### src/logic/ptc_defs.svh
`ifndef PTC_DEFS_SVH
`define PTC_DEFS_SVH
// Overview of operation
// - nine bits: accept, net1 four, net0 four
// - register sits at byte address 0x010, word index 0x004
// - new value reaches switches after command completes
// - net1 lock blocks net1 field writes
// - net0 lock blocks net0 field writes
// - power-on or brown-out loads all ones
// - accept bit gates general call acceptance
// - each terminal bit connects or disconnects
// - one or two networks, 7 or 8 bits
// - shutdown low: A open, wiper to B
// - shutdown overrides but keeps terminal bits
// - locks mirror nonvolatile copy, not writable
`define PTC_CTRL_INDEX    10'h004
`define PTC_CTRL_ADDR     12'h010
`define PTC_NETS          2
`define PTC_NET_BITS      4
`define PTC_WIDTH         9
`define PTC_RESET         9'h1FF
`define PTC_GC_BIT        8
`define PTC_NET1_HI       7
`define PTC_NET1_LO       4
`define PTC_NET0_HI       3
`define PTC_NET0_LO       0
`define PTC_SHDN_OFS      3
`define PTC_A_OFS         2
`define PTC_W_OFS         1
`define PTC_B_OFS         0
`define PTC_ADDR_LO       2
`define PTC_ADDR_HI       11
`endif

### src/logic/ptc_pkg.sv
`include "ptc_defs.svh"
package ptc_pkg;
  typedef enum logic [1:0] {PTC_IDLE, PTC_ACCESS, PTC_COMMIT} ptc_state_t;
  typedef logic [3:0] ptc_net_t;
endpackage : ptc_pkg

### src/logic/ptc_net_switch.sv
`timescale 1ns/1ns
`include "ptc_defs.svh"
// one network: terminal bits plus shutdown become switch enables
module ptc_net_switch
  import ptc_pkg::*;
(
  // control nibble
  input  wire ptc_net_t ctrl,
  input  wire logic     present,
  // switch enables
  output logic          sw_a,
  output logic          sw_w,
  output logic          sw_b,
  output logic          sw_wb_short
);
  // shutdown overrides terminals without touching stored bits
  always_comb begin
    if (!present) begin
      sw_a        = 1'b0;
      sw_w        = 1'b0;
      sw_b        = 1'b0;
      sw_wb_short = 1'b0;
    end else if (!ctrl[`PTC_SHDN_OFS]) begin
      sw_a        = 1'b0;
      sw_w        = 1'b0;
      sw_b        = 1'b0;
      sw_wb_short = 1'b1;
    end else begin
      sw_a        = ctrl[`PTC_A_OFS];
      sw_w        = ctrl[`PTC_W_OFS];
      sw_b        = ctrl[`PTC_B_OFS];
      sw_wb_short = 1'b0;
    end
  end
endmodule : ptc_net_switch

### src/logic/ptc_top.sv
// Added by the designer: register access over APB.
`timescale 1ns/1ns
`include "ptc_defs.svh"
// terminal connect control register over APB
module ptc_top
  import ptc_pkg::*;
#(
  parameter bit DUAL = 1'b1
)(
  // clock and reset (reset also covers brown-out)
  input  wire logic        clock,
  input  wire logic        reset,
  // apb slave
  input  wire logic        psel,
  input  wire logic        penable,
  input  wire logic        pwrite,
  input  wire logic [11:0] paddr,
  input  wire logic [31:0] pwdata,
  output logic      [31:0] prdata,
  output logic             pready,
  output logic             pslverr,
  // nonvolatile lock copies
  input  wire logic        net0_lock,
  input  wire logic        net1_lock,
  // general call request from bus front end
  input  wire logic        general_call_seen,
  output logic             general_call_take,
  // switch enables
  output logic             net0_terminal_a_pin,
  output logic             net0_wiper_pin,
  output logic             net0_terminal_b_pin,
  output logic             net0_shutdown_short,
  output logic             net1_terminal_a_pin,
  output logic             net1_wiper_pin,
  output logic             net1_terminal_b_pin,
  output logic             net1_shutdown_short
);
  // bus handshake state
  ptc_state_t            state_reg, state_next;
  logic [31:0]           prdata_reg, prdata_next;
  logic                  pready_reg, pready_next;
  logic                  perr_reg, perr_next;

  // written copy, and the copy that drives the switches; two copies
  // so a command in flight never shows on the network
  logic [`PTC_WIDTH-1:0] ctrl_reg, ctrl_next;
  logic [`PTC_WIDTH-1:0] live_reg, live_next;

  // output flops, one bit per network
  logic [`PTC_NETS-1:0]  pin_a_reg, pin_a_next;
  logic [`PTC_NETS-1:0]  pin_w_reg, pin_w_next;
  logic [`PTC_NETS-1:0]  pin_b_reg, pin_b_next;
  logic [`PTC_NETS-1:0]  short_reg, short_next;
  logic                  gc_reg, gc_next;

  // decoded switch enables ahead of the output flops
  logic [`PTC_NETS-1:0]  dec_a;
  logic [`PTC_NETS-1:0]  dec_w;
  logic [`PTC_NETS-1:0]  dec_b;
  logic [`PTC_NETS-1:0]  dec_s;
  logic [`PTC_NETS-1:0]  net_present;

  // access qualifiers
  logic                  hit;
  logic                  in_access;
  logic                  in_commit;
  logic                  wr_hit;
  logic                  rd_hit;

  // address decode on word index; low byte lanes are not decoded,
  // so an unaligned offset inside the word still hits
  always_comb begin
    if (paddr[`PTC_ADDR_HI:`PTC_ADDR_LO] == `PTC_CTRL_INDEX) begin
      hit = 1'b1;
    end else begin
      hit = 1'b0;
    end
  end

  // qualifiers of the access and commit cycles
  assign in_access = (state_reg == PTC_ACCESS);
  assign in_commit = (state_reg == PTC_COMMIT);
  assign wr_hit    = in_access && hit && pwrite;
  assign rd_hit    = in_access && hit && !pwrite;

  // handshake: one wait state, then a commit cycle that carries pready
  // to the master; a setup that falls in the commit cycle is not seen
  always_comb begin
    state_next  = state_reg;
    prdata_next = prdata_reg;
    pready_next = 1'b0;
    perr_next   = 1'b0;
    case (state_reg)
      PTC_IDLE: begin
        // wait for a setup cycle
        if (psel && !penable) begin
          state_next = PTC_ACCESS;
        end
      end
      PTC_ACCESS: begin
        pready_next = 1'b1;
        perr_next   = !hit;
        prdata_next = '0;
        if (rd_hit) begin
          prdata_next = 32'(ctrl_reg);
        end
        state_next = PTC_COMMIT;
      end
      PTC_COMMIT: begin
        state_next = PTC_IDLE;
      end
      default: begin
        state_next = PTC_IDLE;
      end
    endcase
  end

  // handshake flops
  always_ff @(posedge clock or posedge reset) begin
    if (reset) begin
      state_reg  <= PTC_IDLE;
      prdata_reg <= '0;
      pready_reg <= 1'b0;
      perr_reg   <= 1'b0;
    end else begin
      state_reg  <= state_next;
      prdata_reg <= prdata_next;
      pready_reg <= pready_next;
      perr_reg   <= perr_next;
    end
  end

  // register write; a locked network keeps its nibble, the accept
  // bit has no lock of its own and always takes the new value
  always_comb begin
    ctrl_next = ctrl_reg;
    live_next = live_reg;
    if (wr_hit) begin
      ctrl_next[`PTC_GC_BIT] = pwdata[`PTC_GC_BIT];
      if (!net1_lock) begin
        ctrl_next[`PTC_NET1_HI:`PTC_NET1_LO] =
          pwdata[`PTC_NET1_HI:`PTC_NET1_LO];
      end
      if (!net0_lock) begin
        ctrl_next[`PTC_NET0_HI:`PTC_NET0_LO] =
          pwdata[`PTC_NET0_HI:`PTC_NET0_LO];
      end
    end
    // switches follow only after the command has finished, so a
    // half-done transfer never reaches the network
    if (in_commit) begin
      live_next = ctrl_reg;
    end
  end

  // register flops; locks are plain inputs, no bus write reaches them
  always_ff @(posedge clock or posedge reset) begin
    if (reset) begin
      ctrl_reg <= `PTC_RESET;
      live_reg <= `PTC_RESET;
    end else begin
      ctrl_reg <= ctrl_next;
      live_reg <= live_next;
    end
  end

  // net1 is storage only on single-network parts
  assign net_present = {DUAL, 1'b1};

  // one switch decoder per network; the loop keeps both networks
  // identical so a change to one cannot miss the other
  for (genvar g = 0; g < `PTC_NETS; g++) begin : g_net
    ptc_net_switch ptc_net_switch_i (
      .ctrl        (live_reg[g*`PTC_NET_BITS +: `PTC_NET_BITS]),
      .present     (net_present[g]),
      .sw_a        (dec_a[g]),
      .sw_w        (dec_w[g]),
      .sw_b        (dec_b[g]),
      .sw_wb_short (dec_s[g])
    );
  end

  // output flop inputs; general call is gated by the live accept bit
  always_comb begin
    pin_a_next = dec_a;
    pin_w_next = dec_w;
    pin_b_next = dec_b;
    short_next = dec_s;
    gc_next    = general_call_seen && live_reg[`PTC_GC_BIT];
  end

  // output flops; switches stay open while reset is held, which costs
  // one cycle before the all-connected state shows after release
  always_ff @(posedge clock or posedge reset) begin
    if (reset) begin
      pin_a_reg <= '0;
      pin_w_reg <= '0;
      pin_b_reg <= '0;
      short_reg <= '0;
      gc_reg    <= 1'b0;
    end else begin
      pin_a_reg <= pin_a_next;
      pin_w_reg <= pin_w_next;
      pin_b_reg <= pin_b_next;
      short_reg <= short_next;
      gc_reg    <= gc_next;
    end
  end

  // bus and general call ports straight from flops
  assign prdata              = prdata_reg;
  assign pready              = pready_reg;
  assign pslverr             = perr_reg;
  assign general_call_take   = gc_reg;

  // switch pins, network 0 then network 1
  assign net0_terminal_a_pin = pin_a_reg[0];
  assign net0_wiper_pin      = pin_w_reg[0];
  assign net0_terminal_b_pin = pin_b_reg[0];
  assign net0_shutdown_short = short_reg[0];
  assign net1_terminal_a_pin = pin_a_reg[1];
  assign net1_wiper_pin      = pin_w_reg[1];
  assign net1_terminal_b_pin = pin_b_reg[1];
  assign net1_shutdown_short = short_reg[1];
endmodule : ptc_top

### config.mk
export PLATFORM = sky130hd
export DESIGN_NAME = ptc_top
export DESIGN_NICKNAME = d
export VERILOG_FILES = /design/src/logic/ptc_pkg.sv /design/src/logic/ptc_net_switch.sv /design/src/logic/ptc_top.sv
export VERILOG_INCLUDE_DIRS = /design/src /design/src/logic
export SDC_FILE = /design/constraint.sdc
export NUM_CORES = 1
export LEC_CHECK = 0
export BUFFER_PORTS_ARGS = -buffer_cell sky130_fd_sc_hd__clkbuf_2
export CAP_MARGIN = 15
export CORE_MARGIN = 10
export CORE_UTILIZATION = 48
export DETAILED_ROUTE_END_ITERATION = 16
export PLACE_DENSITY = 0.95
export SYNTH_ARGS = -nofsm -noshare
export SYNTH_HDL_FRONTEND = slang
export SYNTH_SLANG_ARGS = --single-unit
export TNS_END_PERCENT = 20
### constraint.sdc
create_clock -name clock -period 2.28 [get_ports clock]
set_input_delay 0.114 -clock clock [delete_from_list [all_inputs] [get_ports clock]]
set_output_delay 0.114 -clock clock [all_outputs]
set_load 0.05 [all_outputs]
==> run metrics, run 1 <==
flops & latches, synth 40; Num CTS Buffers 5; area growth from synthesis to layout 16.62%; Final Util 0.5994; die width 80.71 um; Design Area, Final slightly above 2000 um^2; Seq/Total Area, Yosys 0.5785; Period minus WS final 1579 ps; Top Ports 95; area of the multi-input gates 581.8 um^2; Clock Sinks 40; fmax 633.5 MHz; drt wl/cell 14.35 um; nets ~250; initial antenna violation count 0; antenna cells 0; # rows 21; proportion of layout cells with a drive suffix above 1 0.4250; crit path cell chain nand2b_1 > o41ai_1; CP Max Fanout 21; grt ovf 0; synth top area cells dfrtp_1 31%, dfstp_2 27%, buf_4 9.8%; CTS clk-pin slew, worst paths 70 ps; total track usage 0.1110; Fin Clk Skew 1.956 ps; vias in the first global route 1163; critical path launch point type flop; power per cell area 655.3 nW/um^2; Hold Path Class in2reg; gpl congestion roughly 0.73; Hold Vio Cnt, Final 0; Starting Density 0.5140; outcome finished clean; CP max-delay cell nand2b_1; most frequent cells in the layout 46 x clkbuf_2, 23 x conb_1, 22 x dfrtp_1, 18 x nand2_1, 18 x dfstp_2; Final HPWL DP 2766 um; Max Slew Vio Count 0; ys async rst share 1.000; Post-Route WL 3529 um; Die Y 80.71 um; synth warn 0; Post-Syn Instances 149; port bufs 46; top_reg_cell synth dfrtp_1; headroom to the max-slew limit 0.4883; H-tree levels 2; Setup Crit Path Kind reg2reg; largest area contributor in the netlist dfrtp_1; WHS approximately 36 ps; post-synthesis average cell area 11.87 um^2; # setup viols final 0; RSZ-0062 raised after global routing false; Yosys cell types 24; final worst path period share 0.6923; DR iter-0 viols 37; die footprint 6514 um^2; LEAKAGE 0.9899 nW; Area after DPL 1953 um^2; Clock Latency Late Sink between 200 and 300 ps; Worst setup EP type flop; worst vdd ir 333.5 uV; largest net degree at the start of global routing 41; Filler Cells Inserted between 300 and 400; Pre-Repair DR Iteration Count 2; final worst slack 701.5 ps; max-cap check violation count 0; clk buf depth 2; Largest stage delay, worst path 510 ps; Yosys top cell area share 0.3112; TritonCTS clock tree built; Via density between 4 and 5; Clk Tree Root Cell clkbuf_8; Final ANT Viol Nets 0; commonest non-fill, non-tap cell in the layout clkbuf_2; worst slew pin tran 767.6 ps; register area 1023 um^2; number of enable flip-flop cells after synthesis 0; crit path DAT 1740 ps; mapped cell area 1769 um^2; setup TNS 0 ps; drt drc 0; Via Count 1120; Place WS approximately 670 ps; CORE AREA 3442 um^2; WP data required 2440 ps; first-pass GRT wire length 5554 um
-- path summary, 6_finish.rpt --
kind | from | endpoint | slack (ps) | depth (start not counted)
max reg2reg | state_reg[1]$_DFFE_PP0P_ | prdata[8]$_DFFE_PP0N_ | 700 | 2
min | general_call_seen | general_call_take$_DFF_PP0_ | 40 | 2
min in group asynchronous | reset | pin_a_reg[0]$_DFF_PP0_ | 470 | 4
max in group asynchronous | reset | ctrl_reg[6]$_DFFE_PP1P_ | 1460 | 4
min reg2reg | live_reg[3]$_DFFE_PP1N_ | short_reg[0]$_DFF_PP0_ | 460 | 1
max | state_reg[1]$_DFFE_PP0P_ | prdata[8]$_DFFE_PP0N_ | 700 | 2
-- critical path: cells and delay by family, from the launching register on --
kind / cells / cell delay (ps)
simple gates: 1 / 510
flops: 1 / 430
compound gates: 1 / 510
-- metal layers --
metal	global-route usage	up-vias	wire length, um
met5	0	-	0
met4	0.04671	0	42
met3	0.06125	4	428
met2	0.1775	47	1742
met1	0.1194	517	1315
li1	-	552	-
-- power by group --
group / internal [mW] / switching [mW]
registers: 0.717 / 0.00429
clock network: 0.246 / 0.221
logic: 0.0285 / 0.135
-- cell usage after synthesis (all sizes together), types with 2 or more instances --
library cell / instances
nor4bb: 2
nand2b: 2
clkbuf: 3
buf: 25
nand2: 18
o21ai: 9
and4: 2
dfrtp: 22
mux2: 9
o41ai: 9
inv: 14
dfstp: 18
and2: 7
nor4b: 2
-- logic make-up (layout without fill, tap and decap cells) --
group                  count (synthesis)  in the layout  synth area share
buffers and inverters                 42             71            0.1393
flip-flops                            40             40            0.5785
AND/OR/NAND/NOR                       38             38            0.1407
AO/OA/AOI/OAI                         19             19           0.07355
multiplexers                           9              9           0.06577
other                                  1             23          0.002120
-- final cells by class --
class	count	share of cell area
clock buffer	8	0.04366
inverter	14	0.02547
multi-input combinational	89	0.2820
sequential	40	0.4961
tap	46	0.02790
timing repair buffer	49	0.1249
-- what timing repair did --
action | CTS | global route
resized for setup | 0 | 0
hold buffers | 2 | 0
endpoints found under the hold margin | 23 | 0
buffers inserted | 0 | 0
-- through the flow --
stage / instances / total power [mW]
after floorplan: 171 / 0.8885
after global placement: 236 / 0.8909
after detailed placement: 236 / 0.8940
after CTS: 246 / 1.368
after global routing: 246 / 1.409
final: 246 / 1.352
No activity file was read; power rests on OpenSTA's default activity.
==> run 2: changes to the inputs <==
--- a/config.mk
+++ b/config.mk
@@ -6,12 +6,13 @@
 export SDC_FILE = /design/constraint.sdc
 export NUM_CORES = 1
 export LEC_CHECK = 0
+export ABC_AREA = 1
 export BUFFER_PORTS_ARGS = -buffer_cell sky130_fd_sc_hd__clkbuf_2
 export CAP_MARGIN = 15
 export CORE_MARGIN = 10
-export CORE_UTILIZATION = 48
+export CORE_UTILIZATION = 44
 export DETAILED_ROUTE_END_ITERATION = 16
-export PLACE_DENSITY = 0.95
+export PLACE_DENSITY = 0.91
 export SYNTH_ARGS = -nofsm -noshare
 export SYNTH_HDL_FRONTEND = slang
 export SYNTH_SLANG_ARGS = --single-unit
==> constraint.sdc (replaced) <==
create_clock -name clock -period 1.5 [get_ports clock]
set_input_delay 0.075 -clock clock [delete_from_list [all_inputs] [get_ports clock]]
set_output_delay 0.075 -clock clock [all_outputs]
set_load 0.05 [all_outputs]
==> run metrics, run 2 <==
Yosys top cell area share 0.3188 (+0.007667); Post-Route WL 3714 um (+5.2%); largest net degree at the start of global routing 41 (unchanged); DR iter-0 viols 40 (+8.1%); WP data required 1730 ps (-710 ps); drt wl/cell 12.63 um (-12%); initial antenna violation count 0 (unchanged); Pint 1.470 mW (+48%); post-synthesis average cell area 9.487 um^2 (-20%); outcome finished clean; most frequent cells in the layout 46 x nand2_1, 46 x clkbuf_2, 24 x inv_1, 23 x conb_1, 22 x dfrtp_1; Synth top cells by count 46 x nand2_1, 24 x inv_1, 23 x buf_4; Max Slew Vio Count 0 (unchanged); number of enable flip-flop cells after synthesis 0 (unchanged); Die Y 82.65 um (+2.4%); Place WS 179.2 ps (-493.3 ps); flops & latches, synth 40 (unchanged); clk buf depth 2 (unchanged); setup TNS 0 ps (unchanged); Psw 543.2 uW (+51%); Num CTS Buffers 5 (unchanged); largest area contributor in the netlist dfrtp_1; Sw Share 0.2698 (+0.003453); CTS resizes 0 (unchanged); Clk Tree Root Cell clkbuf_8; Yosys cell types 19 (-21%); grt ovf 0 (unchanged); Via density 4.340 (-4.7%); Final HPWL DP 2980 um (+7.7%); die width 82.65 um (+2.4%); combinational share of power 0.134 (+0.013); antenna cells 0 (unchanged); fmax 730.9 MHz (+15%); CORE AREA 3716 um^2 (+8.0%); Period minus WS final 1368 ps (-210.3 ps); H-tree levels 2 (unchanged); final worst slack 131.8 ps (-569.7 ps); Clk network pwr share 0.322 (-0.024); ys async rst share 1.000 (unchanged); CTS clk-pin slew, worst paths 70 ps (about the same); first-pass GRT wire length 6341 um (+14%); vias in the first global route 1413 (+21%); proportion of layout cells with a drive suffix above 1 0.3130 (-0.1120); RSZ-0062 raised after global routing false; worst vdd ir 450.2 uV (+35%); Final ANT Viol Nets 0 (unchanged); nets 298 (+19%); Clock Latency Late Sink 290 ps (about the same); crit path DAT 1600 ps (-140 ps); synth top area cells dfrtp_1 32%, dfstp_2 27%, buf_4 10%; Worst setup EP type flop; Pre-Repair DR Iteration Count 6 (+4); area growth from synthesis to layout 23.48%; critical path launch point type flop; port bufs 46 (unchanged); total track usage 0.1226 (+0.01165); mapped cell area 1727 um^2 (-2.4%); # setup viols final 0 (unchanged); Via Count 1276 (+14%); # rows 22 (+4.8%); drt drc 0 (unchanged); Fin Clk Skew 4.269 ps (+2.313 ps); Clock Sinks 40 (unchanged); power per cell area 944.3 nW/um^2 (+44%); top-count cell post-synth nand2_1; total power 2.013 mW (+49%); TritonCTS clock tree built; Seq/Total Area, Yosys 0.5928 (+0.01425); Setup Crit Path Kind reg2reg; Top Ports 95 (unchanged); top_reg_cell synth dfrtp_1; Hold Path Class in2reg; synth warn 0 (unchanged); sequential share of power 0.544 (+0.011); Post-Syn Instances 182 (+22%); Starting Density 0.4646 (-0.04935); CP Max Fanout 4 (-81%); Hold Vio Cnt, Final 0 (unchanged); gpl congestion 0.7262 (-0.83%); LEAKAGE 1.113 nW (+12%); final worst path period share 0.9121 (+0.2198); die footprint 6830 um^2 (+4.9%); max-cap check violation count 0 (unchanged)
-- run 2: cells by family (layout without fill, tap and decap cells) --
logic type	Yosys count	in the layout	share of synthesized area
and+or+nand+nor	70	70	0.1826
buffers and inverters	53	95	0.1703
DFF	40	40	0.5928
AOI/OAI and AO/OA	18	18	0.05217
other	1	23	0.002172
-- run 2: per-stage QoR --
stage	cell area, um^2	util	hold slack (ps)	cells
CTS	2132	0.5737	59.54	294
floorplan	1809	-	140.7	204
global placement	1926	0.5182	184.9	274
detailed placement	1926	0.5182	193.0	274
global route	2132	0.5737	101.1	294
finish	2132	0.5737	67.42	294
-- run 2: power by group through the flow --
stage                     Sequential, mW  Clock (mW)  Combinational, mW
after CTS                           1.10       0.671              0.268
after floorplan                     1.13           0              0.221
after global routing                1.10       0.718              0.291
after detailed placement            1.11           0              0.241
after global placement              1.11           0              0.236
final                               1.10       0.648              0.269
-- run 2: critical path, cell delays in order (launching register included) --
cell and delay (ps):
dfrtp_1 440, nor4_1 290, dlygate4sd3_1 580
-- run 2: final timing paths --
kind / slack [ps] / cells past startpoint / from / endpoint
worst min-delay path: 70 / 4 / net1_lock / ctrl_reg[6]$_DFFE_PP1P_
worst max-delay path: 130 / 2 / state_reg[1]$_DFFE_PP0P_ / state_reg[0]$_DFFE_PP0P_
max in group asynchronous: 720 / 4 / reset / ctrl_reg[4]$_DFFE_PP1P_
worst max register to register: 130 / 2 / state_reg[1]$_DFFE_PP0P_ / state_reg[0]$_DFFE_PP0P_
min in group asynchronous: 420 / 4 / reset / short_reg[0]$_DFF_PP0_
worst min register to register: 460 / 2 / ctrl_reg[8]$_DFFE_PP1P_ / ctrl_reg[8]$_DFFE_PP1P_
-- run 2: final cells by class --
cell class | instances | area, um^2
tap | 48 | 60.06
multi-input combinational | 111 | 491.7
fill | 340 | 1584
inverter | 26 | 97.59
timing repair buffer | 62 | 382.9
clock buffer | 7 | 76.32
sequential | 40 | 1023
-- run 2: timing repair --
item / CTS / global route
hold endpoints to repair: 33 / 0
hold buffers: 13 / 0
buffers inserted: 0 / 0
-- run 2: metal layers --
| layer | vias up | GRT usage | part of all wire |
|---|---|---|---|
| li1 | 642 | - | - |
| met1 | 573 | 0.1270 | 0.39 |
| met2 | 49 | 0.1998 | 0.48 |
| met3 | 12 | 0.04968 | 0.082 |
| met4 | 0 | 0.08361 | 0.039 |
| met5 | - | 0 | 0 |
